**src/adc_seq_pkg.sv**
```systemverilog
package adc_seq_pkg;
    // ****************************************
    // register map, 32-bit APB words, data in the low byte
    // ****************************************
    localparam logic [7:0] OFF_CSR = 8'h00;
    localparam logic [7:0] OFF_CR = 8'h04;
    localparam logic [7:0] OFF_TRG = 8'h08;
    localparam logic [7:0] OFF_RES_BASE = 8'h40;
    localparam logic [7:0] OFF_RES_LAST = 8'hBC;
    localparam int NUM_CH = 16;
    localparam int RES_BITS = 10;
    localparam int CSR_FLAG = 7;
    localparam int CSR_IE = 6;
    localparam int CR_HWTRG = 7;
    localparam int CR_CKS = 6;
    localparam int CR_GO = 5;
    localparam int CR_CONT = 4;
    localparam int TRG_PIN = 7;
    localparam logic [6:0] TRG_RSVD = 7'h7F;
    localparam logic [1:0] MODE_SINGLE = 2'h0;
    localparam logic [1:0] MODE_SCAN4 = 2'h1;
    localparam logic [1:0] MODE_SCAN12 = 2'h3;
    localparam logic [1:0] GRP_LAST12 = 2'h2;
    localparam logic [9:0] SAR_MSB = 10'h200;

    // ****************************************
    // timing in converter states, converted to clock cycles
    // ****************************************
    localparam int CLK_NS = 40;
    localparam int STATE_NS = 40;
    localparam int SPS = STATE_NS / CLK_NS;
    localparam int TD_SLOW_ST = 20;
    localparam int TD_FAST_ST = 12;
    localparam int SPL_SLOW_ST = 128;
    localparam int SPL_FAST_ST = 64;
    localparam int CONV_SLOW_ST = 518;
    localparam int CONV_FAST_ST = 262;
    localparam int SCAN_SLOW_ST = 512;
    localparam int SCAN_FAST_ST = 256;
    localparam int BIT_SLOW_ST = 37;
    localparam int BIT_FAST_ST = 18;
    // the first delay gives one cycle to the idle hand-off
    localparam logic [8:0] DLY1_SLOW = 9'((TD_SLOW_ST - 1) * SPS);
    localparam logic [8:0] DLY1_FAST = 9'((TD_FAST_ST - 1) * SPS);
    localparam logic [8:0] SPL_SLOW = 9'(SPL_SLOW_ST * SPS);
    localparam logic [8:0] SPL_FAST = 9'(SPL_FAST_ST * SPS);
    localparam logic [8:0] CVT_SLOW = 9'((CONV_SLOW_ST - TD_SLOW_ST - SPL_SLOW_ST) * SPS);
    localparam logic [8:0] CVT_FAST = 9'((CONV_FAST_ST - TD_FAST_ST - SPL_FAST_ST) * SPS);
    localparam logic [8:0] DLYN_SLOW = 9'((SCAN_SLOW_ST - CONV_SLOW_ST + TD_SLOW_ST) * SPS);
    localparam logic [8:0] DLYN_FAST = 9'((SCAN_FAST_ST - CONV_FAST_ST + TD_FAST_ST) * SPS);
    localparam logic [5:0] BIT_SLOW = 6'(BIT_SLOW_ST * SPS);
    localparam logic [5:0] BIT_FAST = 6'(BIT_FAST_ST * SPS);

    typedef struct packed {
        logic hwTriggerEnable;
        logic clockRateSelect;
        logic continuousScanSelect;
        logic pinTriggerSelect;
        logic doneIrqEnable;
        logic [1:0] mode;
        logic [3:0] channelSelect;
    } ctrl_t;

    typedef enum logic [1:0] {
        PH_IDLE = 2'b00,
        PH_DELAY = 2'b01,
        PH_SAMPLE = 2'b10,
        PH_CONVERT = 2'b11
    } phase_t;
endpackage

```
**src/adc_sequencer_control.sv**
```systemverilog
`timescale 1ns/1ps
module adc_sequencer_control
    import adc_seq_pkg::*;
#(
    parameter bit FIRST_UNIT = 1'b1
) (
    input wire logic clock,
    input wire logic sys_rst,
    input wire logic psel,
    input wire logic penable,
    input wire logic pwrite,
    input wire logic [7:0] paddr,
    input wire logic [31:0] pwdata,
    output logic [31:0] prdata,
    output logic pready,
    output logic pslverr,
    input wire logic trigger_pin_n,
    input wire logic timerReq,
    input wire logic dmaAck,
    input wire logic cmpIn,
    output logic [3:0] analogChan,
    output logic sampleHold,
    output logic [9:0] dacCode,
    output logic conversionDoneIrq
);
    // ****************************************
    // state
    // ****************************************
    ctrl_t ctrl_q;
    phase_t phase_q;
    logic conversionGo_q;
    logic conversionDoneFlag_q;
    logic flagArmed_q;
    logic [8:0] cnt_q;
    logic [5:0] stepCnt_q;
    logic [9:0] sar_q;
    logic [9:0] mask_q;
    logic [3:0] chan_q;
    logic firstConv_q;
    logic sampleHold_q;
    logic [1:0] trigShift_q;
    logic [RES_BITS-1:0] result_q [NUM_CH];
    logic [7:0] temp_q;
    logic [31:0] prdata_q;
    logic pready_q;
    logic pslverr_q;
    logic irq_q;

    // ****************************************
    // helpers
    // ****************************************
    function automatic logic isScan(input logic [1:0] m);
        return (m == MODE_SCAN4) || (FIRST_UNIT && m == MODE_SCAN12);
    endfunction

    function automatic logic [3:0] firstChan(input logic [1:0] m, input logic [3:0] sel);
        if (!isScan(m)) begin
            return sel;
        end
        return (m == MODE_SCAN4) ? {sel[3:2], 2'h0} : 4'h0;
    endfunction

    function automatic logic lastInPass(input logic [1:0] m, input logic [3:0] ch, input logic [3:0] sel);
        if (!isScan(m)) begin
            return 1'b1;
        end
        return (ch[1:0] == sel[1:0]) && (m == MODE_SCAN4 || ch[3:2] == GRP_LAST12);
    endfunction

    function automatic logic [3:0] nextChan(input logic [3:0] ch, input logic [3:0] sel);
        if (ch[1:0] != sel[1:0]) begin
            return ch + 4'h1;
        end
        return {ch[3:2] + 2'h1, 2'h0};
    endfunction

    function automatic logic [9:0] sarDecide(input logic [9:0] s, input logic [9:0] m, input logic keep,
                                             input logic tick);
        return (tick && !keep) ? (s & ~m) : s;
    endfunction

    logic setupPh;
    logic wrHit;
    logic [7:0] wb;
    logic [7:0] resOff;
    logic resHit;
    logic mapped;
    logic tick;
    logic storeEv;
    logic passEnd;
    logic stopConv;
    logic swGoWr;
    logic swFlagClr;
    logic pinArmed;
    logic pinFire;
    logic timerFire;
    logic [9:0] finalVal;
    logic fast;

    assign setupPh = psel && !penable;
    assign wrHit = psel && penable && pready_q && pwrite;
    assign wb = pwdata[7:0];
    assign resOff = paddr - OFF_RES_BASE;
    assign resHit = (paddr >= OFF_RES_BASE) && (paddr <= OFF_RES_LAST) && (paddr[1:0] == 2'h0);
    assign mapped = resHit || paddr == OFF_CSR || paddr == OFF_CR || paddr == OFF_TRG;
    assign fast = ctrl_q.clockRateSelect;
    assign tick = (phase_q == PH_CONVERT) && (stepCnt_q == 6'h00) && (mask_q != 10'h000);
    assign finalVal = sarDecide(sar_q, mask_q, cmpIn, tick);
    assign storeEv = (phase_q == PH_CONVERT) && (cnt_q == 9'h000) && conversionGo_q;
    assign passEnd = storeEv && lastInPass(ctrl_q.mode, chan_q, ctrl_q.channelSelect);
    assign stopConv = passEnd && (!isScan(ctrl_q.mode) || !ctrl_q.continuousScanSelect);
    assign swGoWr = wrHit && paddr == OFF_CR;
    assign swFlagClr = wrHit && paddr == OFF_CSR && !wb[CSR_FLAG] && flagArmed_q;
    assign pinArmed = ctrl_q.hwTriggerEnable && ctrl_q.pinTriggerSelect && !conversionGo_q;
    assign pinFire = trigShift_q[1] && pinArmed;
    assign timerFire = ctrl_q.hwTriggerEnable && !ctrl_q.pinTriggerSelect && timerReq;

    // ****************************************
    // control registers
    // ****************************************
    always_ff @(posedge clock or posedge sys_rst) begin
        if (sys_rst) begin
            ctrl_q <= '0;
            ctrl_q.pinTriggerSelect <= 1'b1;
        end else if (wrHit && paddr == OFF_CSR) begin
            ctrl_q.doneIrqEnable <= wb[CSR_IE];
            ctrl_q.mode <= wb[5:4];
            ctrl_q.channelSelect <= wb[3:0];
        end else if (swGoWr) begin
            ctrl_q.hwTriggerEnable <= wb[CR_HWTRG];
            ctrl_q.clockRateSelect <= wb[CR_CKS];
            ctrl_q.continuousScanSelect <= wb[CR_CONT];
        end else if (wrHit && paddr == OFF_TRG) begin
            ctrl_q.pinTriggerSelect <= wb[TRG_PIN];
        end
    end

    // ****************************************
    // start control
    // ****************************************
    // pin is only looked at while go is low, so a restart after the end also waits two states
    always_ff @(posedge clock or posedge sys_rst) begin
        if (sys_rst) begin
            trigShift_q <= 2'h0;
        end else begin
            trigShift_q <= {trigShift_q[0] && pinArmed, pinArmed && !trigger_pin_n};
        end
    end

    always_ff @(posedge clock or posedge sys_rst) begin
        if (sys_rst) begin
            conversionGo_q <= 1'b0;
        end else if (stopConv) begin
            conversionGo_q <= 1'b0;
        end else if (swGoWr) begin
            conversionGo_q <= wb[CR_GO] || conversionGo_q && wb[CR_GO];
        end else if (pinFire || timerFire) begin
            conversionGo_q <= 1'b1;
        end
    end

    // ****************************************
    // conversion sequencer
    // ****************************************
    always_ff @(posedge clock or posedge sys_rst) begin
        if (sys_rst) begin
            phase_q <= PH_IDLE;
            cnt_q <= '0;
            stepCnt_q <= '0;
            sar_q <= '0;
            mask_q <= '0;
            chan_q <= '0;
            firstConv_q <= 1'b0;
            sampleHold_q <= 1'b0;
        end else if (phase_q != PH_IDLE && !conversionGo_q) begin
            phase_q <= PH_IDLE;
            sampleHold_q <= 1'b0;
        end else begin
            case (phase_q)
                PH_IDLE: begin
                    if (conversionGo_q) begin
                        phase_q <= PH_DELAY;
                        cnt_q <= (fast ? DLY1_FAST : DLY1_SLOW) - 9'h001;
                        chan_q <= firstChan(ctrl_q.mode, ctrl_q.channelSelect);
                        firstConv_q <= 1'b1;
                    end
                end
                PH_DELAY: begin
                    if (cnt_q == 9'h000) begin
                        phase_q <= PH_SAMPLE;
                        cnt_q <= (fast ? SPL_FAST : SPL_SLOW) - 9'h001;
                        sampleHold_q <= 1'b1;
                    end else begin
                        cnt_q <= cnt_q - 9'h001;
                    end
                end
                PH_SAMPLE: begin
                    if (cnt_q == 9'h000) begin
                        phase_q <= PH_CONVERT;
                        cnt_q <= (fast ? CVT_FAST : CVT_SLOW) - 9'h001;
                        stepCnt_q <= (fast ? BIT_FAST : BIT_SLOW) - 6'h01;
                        sar_q <= SAR_MSB;
                        mask_q <= SAR_MSB;
                        sampleHold_q <= 1'b0;
                    end else begin
                        cnt_q <= cnt_q - 9'h001;
                    end
                end
                PH_CONVERT: begin
                    // one trial bit per step, msb first
                    if (tick) begin
                        sar_q <= finalVal | (mask_q >> 1);
                        mask_q <= mask_q >> 1;
                        stepCnt_q <= (fast ? BIT_FAST : BIT_SLOW) - 6'h01;
                    end else if (mask_q != 10'h000) begin
                        stepCnt_q <= stepCnt_q - 6'h01;
                    end
                    if (cnt_q != 9'h000) begin
                        cnt_q <= cnt_q - 9'h001;
                    end else if (stopConv) begin
                        phase_q <= PH_IDLE;
                    end else begin
                        phase_q <= PH_DELAY;
                        cnt_q <= (fast ? DLYN_FAST : DLYN_SLOW) - 9'h001;
                        firstConv_q <= 1'b0;
                        chan_q <= passEnd ? firstChan(ctrl_q.mode, ctrl_q.channelSelect) :
                            nextChan(chan_q, ctrl_q.channelSelect);
                    end
                end
                default: begin
                    phase_q <= PH_IDLE;
                end
            endcase
        end
    end

    always_ff @(posedge clock or posedge sys_rst) begin
        if (sys_rst) begin
            for (int i = 0; i < NUM_CH; i++) begin
                result_q[i] <= '0;
            end
        end else if (storeEv) begin
            result_q[chan_q] <= finalVal;
        end
    end

    // ****************************************
    // done flag and interrupt
    // ****************************************
    // a pass that ends in the clearing cycle keeps the flag set
    always_ff @(posedge clock or posedge sys_rst) begin
        if (sys_rst) begin
            conversionDoneFlag_q <= 1'b0;
        end else if (passEnd) begin
            conversionDoneFlag_q <= 1'b1;
        end else if (swFlagClr || dmaAck) begin
            conversionDoneFlag_q <= 1'b0;
        end
    end

    always_ff @(posedge clock or posedge sys_rst) begin
        if (sys_rst) begin
            flagArmed_q <= 1'b0;
        end else if (setupPh && !pwrite && paddr == OFF_CSR && conversionDoneFlag_q) begin
            flagArmed_q <= 1'b1;
        end else if (!conversionDoneFlag_q) begin
            flagArmed_q <= 1'b0;
        end
    end

    always_ff @(posedge clock or posedge sys_rst) begin
        if (sys_rst) begin
            irq_q <= 1'b0;
        end else begin
            irq_q <= conversionDoneFlag_q && ctrl_q.doneIrqEnable;
        end
    end

    // ****************************************
    // APB slave, no wait states
    // ****************************************
    // read data and the latch are taken in setup so both halves see the same sample
    always_ff @(posedge clock or posedge sys_rst) begin
        if (sys_rst) begin
            prdata_q <= '0;
            pready_q <= 1'b0;
            pslverr_q <= 1'b0;
            temp_q <= '0;
        end else begin
            pready_q <= setupPh;
            pslverr_q <= setupPh && !mapped;
            if (setupPh && !pwrite) begin
                prdata_q <= '0;
                if (paddr == OFF_CSR) begin
                    prdata_q[7:0] <= {conversionDoneFlag_q, ctrl_q.doneIrqEnable, ctrl_q.mode,
                        ctrl_q.channelSelect};
                end else if (paddr == OFF_CR) begin
                    prdata_q[7:0] <= {ctrl_q.hwTriggerEnable, ctrl_q.clockRateSelect, conversionGo_q,
                        ctrl_q.continuousScanSelect, 4'h0};
                end else if (paddr == OFF_TRG) begin
                    prdata_q[7:0] <= {ctrl_q.pinTriggerSelect, TRG_RSVD};
                end else if (resHit && !resOff[2]) begin
                    prdata_q[7:0] <= result_q[resOff[6:3]][9:2];
                    temp_q <= {result_q[resOff[6:3]][1:0], 6'h00};
                end else if (resHit) begin
                    prdata_q[7:0] <= temp_q;
                end
            end
        end
    end

    assign prdata = prdata_q;
    assign pready = pready_q;
    assign pslverr = pslverr_q;
    assign analogChan = chan_q;
    assign sampleHold = sampleHold_q;
    assign dacCode = sar_q;
    assign conversionDoneIrq = irq_q;

    // ****************************************
    // checks
    // ****************************************
    logic [9:0] ageCnt_q;
    logic [9:0] segCnt_q;
    logic [3:0] lastCh_q;
    logic [3:0] firstCh_q;

    // first channel as decoded one cycle earlier, so a restart can be compared exactly
    always_ff @(posedge clock or posedge sys_rst) begin
        if (sys_rst) begin
            ageCnt_q <= '0;
            segCnt_q <= '0;
            lastCh_q <= '0;
            firstCh_q <= '0;
        end else begin
            firstCh_q <= firstChan(ctrl_q.mode, ctrl_q.channelSelect);
            ageCnt_q <= (phase_q == PH_IDLE) ? 10'h000 : ageCnt_q + 10'h001;
            segCnt_q <= storeEv ? 10'h000 : segCnt_q + 10'h001;
            if (storeEv) begin
                lastCh_q <= chan_q;
            end
        end
    end
endmodule

```
**config.mk**
```make
export PLATFORM = sky130hd
export DESIGN_NAME = adc_sequencer_control
export DESIGN_NICKNAME = d
export VERILOG_FILES = /design/src/adc_seq_pkg.sv /design/src/adc_sequencer_control.sv
export SDC_FILE = /design/constraint.sdc
export NUM_CORES = 1
export LEC_CHECK = 0
export BUFFER_PORTS_ARGS = -buffer_cell sky130_fd_sc_hd__buf_4
export CAP_MARGIN = 20
export CORE_MARGIN = 2
export CORE_UTILIZATION = 60
export CTS_CLUSTER_DIAMETER = 50
export DETAILED_ROUTE_END_ITERATION = 10
export PLACE_DENSITY_LB_ADDON = 0.15
export SYNTH_ARGS = -nofsm -noshare
export SYNTH_HDL_FRONTEND = slang
export SYNTH_SLANG_ARGS = --single-unit
export TNS_END_PERCENT = 100
```
**constraint.sdc**
```tcl
create_clock -name clock -period 9.5 [get_ports clock]
set_input_delay 0.95 -clock clock [delete_from_list [all_inputs] [get_ports clock]]
set_output_delay 0.95 -clock clock [all_outputs]
set_load 0.02 [all_outputs]
```
Word-level counts from Yosys, hierarchy flattened
Cells that the tools add are included.
{"block": "totals", "in_bits": 49, "ff_bits": 231}
{"block": "op_classes", "mux": 75, "n_reduce_logical": 77, "bitwise": 11, "order_cmp": 5, "addsub": 10, "n_eq_ne": 22}
{"op": "160-bit bitwise mux", "count": 1}
{"op": "10-bit two-way mux", "count": 7}
{"op": "9-bit two-way mux", "count": 6}
{"op": "8-bit two-way mux", "count": 6}
{"op": "4-bit two-way mux", "count": 11}
{"op": "10-bit binary-select mux with 4-bit select", "count": 1}
{"op": "10-bit demux with 4-bit select", "count": 1}
{"op": "10-bit one-hot mux with 2 select lines", "count": 2}
{"op": "9-bit one-hot mux with 4 select lines", "count": 1}
{"op": "1-bit logical AND", "count": 35}
{"op": "1-bit two-way mux", "count": 25}
{"op": "6-bit two-way mux", "count": 4}
{"op": "9-bit by 1-bit subtractor with 9-bit output (second input constant)", "count": 2}
{"op": "3-bit inequality test (second input constant)", "count": 4}
{"op": "6-bit one-hot mux with 2 select lines", "count": 1}
{"op": "4-bit AND reduction", "count": 3}
{"op": "6-bit by 1-bit subtractor with 6-bit output (second input constant)", "count": 2}
{"op": "1-bit logical NOT", "count": 11}
{"op": "10-bit bitwise AND", "count": 1}
{"op": "5-bit >= comparator (second input constant)", "count": 2}
{"op": "2-bit two-way mux", "count": 5}
{"op": "2-bit inequality test (second input constant)", "count": 5}
{"op": "10-bit inverter", "count": 1}
{"op": "4-bit inverter with 5-bit output", "count": 2}
{"op": "other kinds (35)", "count": 61}

Longest topological paths before layout
Gate-level depths: netlist of run 1.
{"block": "logic_depth", "ltp_word": 15, "mapped_depth": 10}

Least setup slack after synthesis of run 1
OpenSTA, ideal clock, no wires.
{"block": "synth_path", "path_type": "input to register", "from": "input paddr[3]", "to": "register temp_q[6]", "path_buffers": 2, "t_arrival_ns": 2.920, "path_slack_ns": 6.455, "cell_stages": 5, "required_time_ns": 9.375, "setup_ns": 0.125, "path_cell_list": "buf_2 buf_1 mux4_2 mux4_2 mux2_2"}
{"block": "synth_between", "elab_chain_cells": 5, "elab_cells_between_ends": 17}
{"item": "start: declaration", "line": "adc_sequencer_control.sv:12", "source": "input wire logic [7:0] paddr,"}
{"item": "7-bit subtractor, or another cell as far along", "line": "adc_sequencer_control.sv:103", "source": "assign resOff = paddr - OFF_RES_BASE;"}
{"item": "4-bit inverter with 5-bit output (implied by the code) or 1-bit logical AND (tied branches)", "line": "adc_sequencer_control.sv:304, adc_sequencer_control.sv:104"}
{"item": "10-bit binary-select mux with 4-bit select or 1-bit logical AND (tied branches)", "line": "adc_sequencer_control.sv:304, adc_sequencer_control.sv:104"}
{"item": "10-bit two-way mux (implied by the code) or 1-bit logical AND (tied branches)", "line": "adc_sequencer_control.sv:304, adc_sequencer_control.sv:302"}
{"item": "10-bit two-way mux (implied by the code) or 5-bit AND reduction (tied branches)"}
{"item": "end signal: assignment", "line": "adc_sequencer_control.sv:304", "source": "temp_q <= {result_q[resOff[6:3]][1:0], 6'h00};"}
{"item": "end: declaration", "line": "adc_sequencer_control.sv:43", "source": "logic [7:0] temp_q;"}
Parallel ways exist; a longest one is shown, timed or not. The select of a mux whose other input is x is not followed.
A chain may end at the register's enable or synchronous reset.

Worst setup path in the final report of run 1
{"block": "layout_path", "from": "register cnt_q[0]", "to": "register result_q[21] (netlist bit)"}
{"block": "layout_between", "elab_chain_cells": 3}
{"item": "start: declaration", "line": "adc_sequencer_control.sv:34", "source": "logic [8:0] cnt_q;"}
{"item": "start signal: assignment", "line": "adc_sequencer_control.sv:183", "source": "cnt_q <= (fast ? DLY1_FAST : DLY1_SLOW) - 9'h001;"}
{"item": "start signal: assignment", "line": "adc_sequencer_control.sv:191", "source": "cnt_q <= (fast ? SPL_FAST : SPL_SLOW) - 9'h001;"}
{"item": "start signal: assignment", "line": "adc_sequencer_control.sv:194", "source": "cnt_q <= cnt_q - 9'h001;"}
{"item": "9-bit logical NOT", "line": "adc_sequencer_control.sv:109", "source": "assign storeEv = (phase_q == PH_CONVERT) && (cnt_q == 9'h000) && conversionGo_q;"}
{"item": "1-bit logical AND (2 in a row)", "line": "adc_sequencer_control.sv:109"}
{"item": "end signal: indexed assignment", "line": "adc_sequencer_control.sv:243", "source": "result_q[chan_q] <= finalVal;"}
{"item": "end: declaration", "line": "adc_sequencer_control.sv:42", "source": "logic [RES_BITS-1:0] result_q [NUM_CH];"}
Every way passes these cells.

==> results.py, run 1 <==
metrics = {
    "timing": {
        "whs_ns": 0.395,
        "hold_viol": 0,
        "timing.fmax_mhz": 303,
        "finalCritPeriodShare_pct": 34.7,
        "finClkSkew_ns": 0.0153,
        "rsz0062_at_grt": "no",
        "maxSlewHeadroom_pct": 24.4,
        "period_minus_slack_ns": 3.30,
        "setup_viol": 0,
        "finalWorstSetupSlack_ns": 6.20,
        "drv_slew": 0,
        "tns_ns": 0,
        "tightest_slew_ns": 1.13,
    },
    "place": {
        "place_congestion": 0.809,
        "placed_area_um2": 11600,
        "hpwl_um": 16300,
        "post-place-ws_ns": 6.25,
        "io_buffers": 50,
    },
    "global_route": {
        "grt_pass1_vias": 7860,
        "track_usage_pct": 27.4,
        "antenna_found_initial": 0,
        "grt_max_degree": 149,
        "grt_pass1_wl_um": 42900,
        "grt.overflow.total": 0,
    },
    "layout": {
        "nets": 1126,
        "final_common_cell": "dfrtp_1",
        "layout_common_cells": "230 x dfrtp_1, 168 x nand2_1, 143 x o21ai_0",
        "syn2layout_area_growth_pct": 11.0,
        "diodes": 0,
        "final_area_um2": 12600,
        "drive_gt1_share_pct": 20.0,
        "nFillCells": 1426,
    },
    "clocking": {
        "postCtsHoldBufs": 0,
        "cts_setup_buffers": 0,
        "cts_resized": 0,
        "cts_htree_levels": 1,
        "path_clk_slew_ns": 0.06,
        "clock_sink_count": 231,
        "root_buffer": "clkbuf_16",
        "tritoncts": "built",
        "clockBufferDepth": 3,
        "cts_buffers": 27,
        "insertion_delay_ns": 0.55,
    },
    "floorplan": {
        "core_area_um2": 18600,
        "die_w_um": 141,
        "rows": 50,
        "initial_utilization_pct": 60.8,
        "fp.dieH_um": 141,
        "io_pins": 99,
        "die_area_um2": 20000,
    },
    "critical_path": {
        "critical_path_required_ns": 9.93,
        "crit_path_end_kind": "register",
        "path_class": "reg -> reg",
        "worstPathArrival_ns": 3.73,
        "start_kind": "register",
        "cp_max_fo": 18,
    },
    "power_and_ir_drop": {
        "total_power_mw": 3.51,
        "powerDensity_nw_per_um2": 280,
        "leakage_nw": 5.67,
        "peakVddDrop_v": 0.000153,
    },
    "job": {
        "drv_cap": 0,
    },
    "synthesis": {
        "synth_cell_types": 70,
        "synth_seq_cells": 231,
        "synth-edff-count": 0,
        "ys_async_sr_fraction_pct": 100,
        "synth_area_um2": 11300,
        "syn_inst": 1038,
        "ys_warn_count": 0,
        "postSynthAreaPerCell_um2": 10.9,
        "yosysSeqAreaShare_pct": 51.2,
        "synth_ff_type": "dfrtp_1",
    },
    "route": {
        "viasPerCell": 6.17,
        "firstDrtPassIters": 7,
        "wirelength_um": 26400,
        "wire_per_inst_um": 20.1,
        "route.detailed.drc": 0,
        "ant_nets": 0,
        "drt_iter0_markers": 682,
        "vias": 8091,
    },
    "hold_path": {
        "hold_path_class": "in -> async",
    },
    "run_status": {
        "status": "completed",
    },
}
==> registers in the layout, indices dropped and copies added (netlist names) <==
name / count
conversionDoneFlag_q: 1
flagArmed_q: 1
dacCode: 10
pslverr: 1
cnt_q: 9
analogChan: 4
trigShift_q: 2
pready: 1
prdata: 8
mask_q: 10
result_q: 160
stepCnt_q: 6
phase_q: 2
ctrl_q: 10
temp_q: 2
fast: 1
sampleHold: 1
conversionGo_q: 1
conversionDoneIrq: 1
==> path summary, 6_finish.rpt <==
kind	from	endpoint	slack, ns	cells past startpoint
setup reg to reg	cnt_q[0]	result_q[21]	6.20	6
setup / recovery	cnt_q[0]	result_q[21]	6.20	6
max in group asynchronous	sys_rst	result_q[70]	7.98	4
hold reg to reg	result_q[86]	result_q[86]	0.48	2
hold / removal	sys_rst	prdata[7]	0.40	2
min in group clock	result_q[86]	result_q[86]	0.48	2
==> cells by family after synthesis <==
family                     share of synthesized area (%)
other                                             0.0332
adders and majority gates                           1.88
buffers and inverters                               5.36
DFF                                                 51.2
xor gates and xnor gates                           0.542
muxes                                               15.6
AOI/OAI and AO/OA                                   13.7
and+or+nand+nor                                     11.8
==> worst max-delay path: stages, from the launching register on <==
cell	delay, ns
dfrtp_1	0.41
inv_1	0.11
ha_1	0.20
nor4b_2	0.46
and3_1	0.61
nand3_1	0.83
mux2_2	0.56
==> per-stage QoR <==
stage,instances,utilization (%)
final,1312,67.5
after global routing,1312,67.5
after CTS,1309,67.3
after detailed placement,1262,62.7
after global placement,1262,62.7
after floorplan,1061,-
==> where the power goes <==
group	leakage, nW	switching, mW	internal, mW	total, mW
Combinational	2.75	0.629	0.456	1.09
Sequential	2.51	0.187	1.24	1.43
Clock	0.412	0.417	0.578	0.995
Total	5.67	1.23	2.28	3.51
==> cells in the mapped netlist, types with 14 or more instances <==
cell / number / area (um^2)
inv_1: 38 / 143
mux4_2: 49 / 1100
mux2_2: 46 / 518
dfrtp_1: 230 / 5760
o21ai_0: 143 / 716
clkbuf_1: 43 / 161
nor2_1: 42 / 158
a21oi_1: 25 / 125
nand2_1: 168 / 631
buf_4: 24 / 180
nand3_1: 24 / 120
ha_1: 17 / 213
mux2i_1: 14 / 140
==> cell type report <==
type,instances,area [um^2],share of cell area (%)
inverters,38,150,1.20
clock buffers,37,743,5.92
repair buffers,59,475,3.79
well taps,234,293,2.33
flip-flops and latches,231,5780,46.1
clock inverters,10,106,0.847
multi-input cells,703,5000,39.8
==> metal layers <==
metal | GRT usage, % | up-vias | wire length (um)
met5 | 0 | - | 0
met4 | 8.47 | 0 | 664
met3 | 4.21 | 46 | 1620
met2 | 42.4 | 275 | 12200
met1 | 40.5 | 4057 | 11900
li1 | - | 3713 | -
Note: power is estimated with default switching activity, not from simulation.
==> run 2, diff against run 1 <==
- CORE_UTILIZATION: 60 -> 54
- clock period: 9.5 -> 2.6 ns (I/O delays scaled with it)
==> run 2 against run 1 <==
  * Clock skew rose by 0.0046 ns
  * Non-clock buffer count up 66
  * Die area is 11% higher
  * Final cell count rose by 8.1%
  * Sequential share of layout area decreased by 2.5 points
  * Routed wire length up 5.0%
  * Critical endpoint is now result_q[63]
==> results.py, run 2 (synthesis results as in run 1) <==
metrics = {
    "hold_path": {
        "hold_depth": 2,
        "hold_path_class": "in -> reg",
    },
    "timing": {
        "timing.fmax_mhz": 404,
        "hold_viol": 0,
        "drv_slew": 0,
        "whs_ns": 0.0344,
        "maxSlewHeadroom_pct": 52.2,
        "tns_ns": 0,
        "rsz0062_at_grt": "no",
        "finalCritPeriodShare_pct": 95.3,
        "finClkSkew_ns": 0.0199,
        "tightest_slew_ns": 0.716,
        "period_minus_slack_ns": 2.48,
        "setup_viol": 0,
    },
    "route": {
        "wirelength_um": 27800,
        "firstDrtPassIters": 5,
        "drt_iter0_markers": 693,
        "viasPerCell": 5.88,
        "ant_nets": 0,
        "wire_per_inst_um": 19.6,
        "route.detailed.drc": 0,
        "vias": 8331,
    },
    "clocking": {
        "root_buffer": "clkbuf_16",
        "clock_sink_count": 231,
        "path_clk_slew_ns": 0.06,
        "cts_htree_levels": 1,
        "tritoncts": "built",
        "cts_buffers": 29,
        "cts_setup_buffers": 0,
        "insertion_delay_ns": 0.55,
        "clockBufferDepth": 3,
    },
    "global_route": {
        "antenna_found_initial": 0,
        "grt_pass1_vias": 8244,
        "grt_max_degree": 47,
        "grt.overflow.total": 0,
        "track_usage_pct": 26.0,
        "grt_pass1_wl_um": 45000,
    },
    "power_and_ir_drop": {
        "leakage_nw": 6.04,
        "peakVddDrop_v": 0.000464,
        "powerDensity_nw_per_um2": 1010,
    },
    "place": {
        "hpwl_um": 18200,
        "io_buffers": 50,
        "place_congestion": 0.827,
        "placed_area_um2": 12200,
    },
    "critical_path": {
        "crit_path_end_kind": "register",
        "path_class": "reg -> reg",
        "ff2ff_path_depth": 5,
        "start_kind": "register",
        "reg2reg_to": "result_q[63]",
        "worstPathArrival_ns": 2.90,
        "cpMaxStageDelayCell": "or4b_4",
        "cp_max_fo": 16,
        "crit_path_cell_trace": "or3_4 -> or4b_4 -> or2_2 -> o21a_4 -> mux2_2",
        "rrSetupSlack_ns": 0.12,
        "worstSetupEndpoint": "result_q[63]",
        "crit_start": "stepCnt_q[2]",
        "critical_path_required_ns": 3.02,
        "crit-reg2reg-launch": "stepCnt_q[2]",
        "cp_slowest_stage_delay_ns": 0.49,
    },
    "layout": {
        "regMostFlops": "result_q",
        "drive_gt1_share_pct": 24.1,
        "nFillCells": 1582,
        "layout_common_cells": "230 x dfrtp_1, 168 x nand2_1, 143 x o21ai_0",
        "largest_reg_flops": 160,
        "final_common_cell": "dfrtp_1",
        "syn2layout_area_growth_pct": 17.5,
        "nets": 1194,
        "regArea_um2": 5780,
        "multi_input_area_um2": 5000,
        "final_area_um2": 13300,
        "diodes": 0,
    },
    "floorplan": {
        "fp.dieH_um": 149,
        "initial_utilization_pct": 55.5,
        "io_pins": 99,
        "core_area_um2": 20400,
        "die_area_um2": 22100,
        "die_w_um": 149,
        "rows": 52,
    },
    "job": {
        "drv_cap": 0,
    },
    "run_status": {
        "status": "completed",
    },
}
-- run 2: worst max-delay path, delay by kind of cell, from the launching register on --
| kind | cells | cell delay (ns) |
|---|---|---|
| AOI/OAI and AO/OA | 1 | 0.32 |
| and+or+nand+nor | 3 | 1.32 |
| muxes | 1 | 0.28 |
| DFF | 1 | 0.42 |
-- run 2: power by group --
group	total, mW	internal [mW]	leakage [nW]	switching, mW
Sequential	5.22	4.54	2.51	0.681
Clock	3.83	2.26	0.449	1.58
Combinational	4.40	2.01	3.08	2.38
Total	13.5	8.81	6.04	4.64
-- run 2: worst min path at each step --
stage | start | to | slack (ns)
after floorplan | trigger_pin_n | trigShift_q[0] | 0.33
after global placement | sys_rst | result_q[75] | 0.41
after detailed placement | sys_rst | result_q[65] | 0.41
after CTS | psel | pready | 0.02
after global routing | psel | pready | 0.02
final | psel | pready | 0.03
-- run 2: area by class of cell --
type	count	share of cell area (%)
clock buffers	38	5.94
inverters	38	1.10
clock inverters	13	0.970
repair buffers	125	8.23
well taps	270	2.54
multi-input cells	703	37.7
flip-flops and latches	231	43.5
-- run 2: what timing repair did --
action / 4_1_cts / 5_1_grt
gates resized for setup: 0 / 2
endpoints found under the setup margin: 0 / 73
hold endpoints to repair: 35 / 0
hold buffers: 12 / 0
-- run 2: per-stage QoR --
step                util, %  power, mW  setup slack (ns)  instances
floorplan                 -       8.12            -0.681       1061
global placement       60.1       9.47             0.163       1355
detailed placement     60.1       9.60             0.113       1355
CTS                    65.2       13.5            0.0816       1418
global route           65.2       14.3            0.0410       1418
finish                 65.2       13.5             0.123       1418
-- run 2: layer usage --
| metal | GRT usage, % | share of wire, % |
|---|---|---|
| met5 | 0 | 0 |
| met4 | 6.76 | 1.8 |
| met3 | 4.11 | 6.5 |
| met2 | 39.7 | 46 |
| met1 | 39.3 | 46 |
==> run 3, diff against run 2 <==
- CORE_UTILIZATION: 54 -> 60
- clock period: 2.6 -> 2.41 ns (I/O delays scaled with it)
==> run 3 against run 2 <==
  * Routed wire length grew 0.45%
  * Setup slack lost 0.035 ns
  * Fmax rose by 6.7%
  * Sequential power grew 8.0%
  * Via count grew 0.80%
  * Critical path type unchanged
  * Critical endpoint is now dacCode[5]
  * Largest cell class unchanged
==> results.py, run 3 (synthesis results as in run 1) <==
metrics = {
    "clocking": {
        "clock_sink_count": 231,
        "insertion_delay_ns": 0.53,
        "path_clk_slew_ns": 0.06,
        "cts_setup_buffers": 0,
        "cts_buffers": 26,
        "tritoncts": "built",
        "clockBufferDepth": 3,
        "cts_htree_levels": 1,
        "root_buffer": "clkbuf_16",
    },
    "timing": {
        "drv_slew": 0,
        "finalCritPeriodShare_pct": 96.3,
        "tightest_slew_ns": 0.596,
        "setup_viol": 0,
        "finalWorstSetupSlack_ns": 0.0882,
        "maxSlewHeadroom_pct": 60.3,
        "finClkSkew_ns": 0.0106,
        "hold_viol": 0,
        "period_minus_slack_ns": 2.32,
        "timing.fmax_mhz": 431,
    },
    "power_and_ir_drop": {
        "p_sw_mw": 5.07,
        "peakVddDrop_v": 0.000624,
        "pwr-share-seq_pct": 37.9,
        "p_clk_share_pct": 28.7,
        "p_int_mw": 9.80,
        "leakage_nw": 6.11,
        "powerDensity_nw_per_um2": 1110,
        "p_sw_share_pct": 34.1,
        "p_comb_share_pct": 33.4,
    },
    "floorplan": {
        "initial_utilization_pct": 60.8,
        "core_area_um2": 18600,
        "rows": 50,
        "fp.dieH_um": 141,
        "die_w_um": 141,
        "die_area_um2": 20000,
        "io_pins": 99,
    },
    "route": {
        "wire_per_inst_um": 20.1,
        "firstDrtPassIters": 5,
        "route.detailed.drc": 0,
        "viasPerCell": 6.05,
        "vias": 8398,
        "ant_nets": 0,
        "drt_iter0_markers": 564,
        "wirelength_um": 27900,
    },
    "critical_path": {
        "path_class": "reg -> reg",
        "critical_path_required_ns": 2.82,
        "worstPathArrival_ns": 2.73,
        "rrSetupSlack_ns": 0.09,
        "crit_path_end_kind": "register",
        "start_kind": "register",
        "cp_max_fo": 9,
    },
    "global_route": {
        "grt.overflow.total": 0,
        "grt_pass1_wl_um": 45000,
        "track_usage_pct": 28.8,
        "grt_pass1_vias": 8415,
        "antenna_found_initial": 0,
        "grt_max_degree": 74,
    },
    "layout": {
        "final_core_util_pct": 72.2,
        "regMostFlops": "result_q",
        "nets": 1200,
        "syn2layout_area_growth_pct": 18.7,
        "diodes": 0,
        "largest_reg_flops": 160,
        "layout_common_cells": "230 x dfrtp_1, 167 x nand2_1, 143 x o21ai_0",
        "nFillCells": 1294,
        "drive_gt1_share_pct": 25.4,
        "final_common_cell": "dfrtp_1",
    },
    "place": {
        "place_congestion": 0.847,
        "hpwl_um": 18600,
        "post-place-ws_ns": 0.0171,
        "io_buffers": 50,
    },
    "run_status": {
        "status": "completed",
    },
    "job": {
        "drv_cap": 0,
    },
    "hold_path": {
        "hold_path_class": "in -> reg",
    },
}
## run 3: changes by cell type in the layout (fill, tap and decap cells not counted), moves of 3 or more
| cell | previous run | this run |
|---|---|---|
| clkinv_2 | 2 | 5 |
| buf_4 | 103 | 107 |
| bufinv_16 | 1 | 4 |
| clkbuf_1 | 6 | 0 |
| inv_6 | 5 | 2 |
| buf_12 | 10 | 13 |
## run 3: area by class of cell
| type | instances | area, um^2 | area share, % |
|---|---|---|---|
| inverter | 38 | 146 | 1.09 |
| multi-input combinational | 703 | 5040 | 37.6 |
| sequential | 231 | 5780 | 43.1 |
| clock buffer | 31 | 731 | 5.45 |
| clock inverter | 17 | 215 | 1.60 |
| timing repair buffer | 134 | 1200 | 8.98 |
| tap | 234 | 293 | 2.18 |
## run 3: worst max-delay path: stages, from the launching register on
cell     delay, ns
dfrtp_1       0.39
or3_4         0.40
buf_4         0.15
or3b_2        0.49
o21ai_2       0.17
nand2_2       0.19
a221o_1       0.41
## run 3: what timing repair did
action,CTS,global route
gates resized for setup,2,9
pin swaps,0,2
hold buffers,13,0
setup endpoints to repair,4,28
cloned,0,0
endpoints found under the hold margin,22,0
## run 3: path summary, 6_finish.rpt
| path | from | end | cells past startpoint |
|---|---|---|---|
| min in group asynchronous | sys_rst | prdata[2] | 3 |
| max in group asynchronous | sys_rst | dacCode[7] | 4 |
| max | stepCnt_q[3] | dacCode[5] | 6 |
| min reg2reg | result_q[19] | result_q[19] | 2 |
| min | paddr[6] | prdata[7] | 3 |
| max reg2reg | stepCnt_q[3] | dacCode[5] | 6 |
## run 3: routing by layer
layer  global-route usage [%]  vias to the layer above  wire length, um
met5                        0                        -                0
met4                     10.3                        0              987
met3                     4.48                       72             1760
met2                     45.2                      295            13000
met1                     41.5                     4169            12100
li1                         -                     3862                -
## run 3: power by group through the flow
stage	clock network, mW	registers, mW	logic, mW
2_1_floorplan	0	5.59	3.16
3_3_place_gp	0	5.61	4.72
3_5_place_dp	0	5.67	4.84
4_1_cts	4.32	5.62	4.90
5_1_grt	4.48	5.76	5.48
6_report	4.26	5.64	4.97
## run 3: metrics by stage
step           setup TNS (ns)  power [mW]  std cells  instance area [um^2]  hold slack (ns)
2_1_floorplan         -196.05        8.75       1061                 11400            0.312
3_3_place_gp                0        10.3       1327                 12300            0.236
3_5_place_dp                0        10.5       1327                 12300            0.232
4_1_cts                     0        14.8       1388                 13400            0.132
5_1_grt              -0.00701        15.7       1388                 13400            0.153
6_report                    0        14.9       1388                 13400            0.144
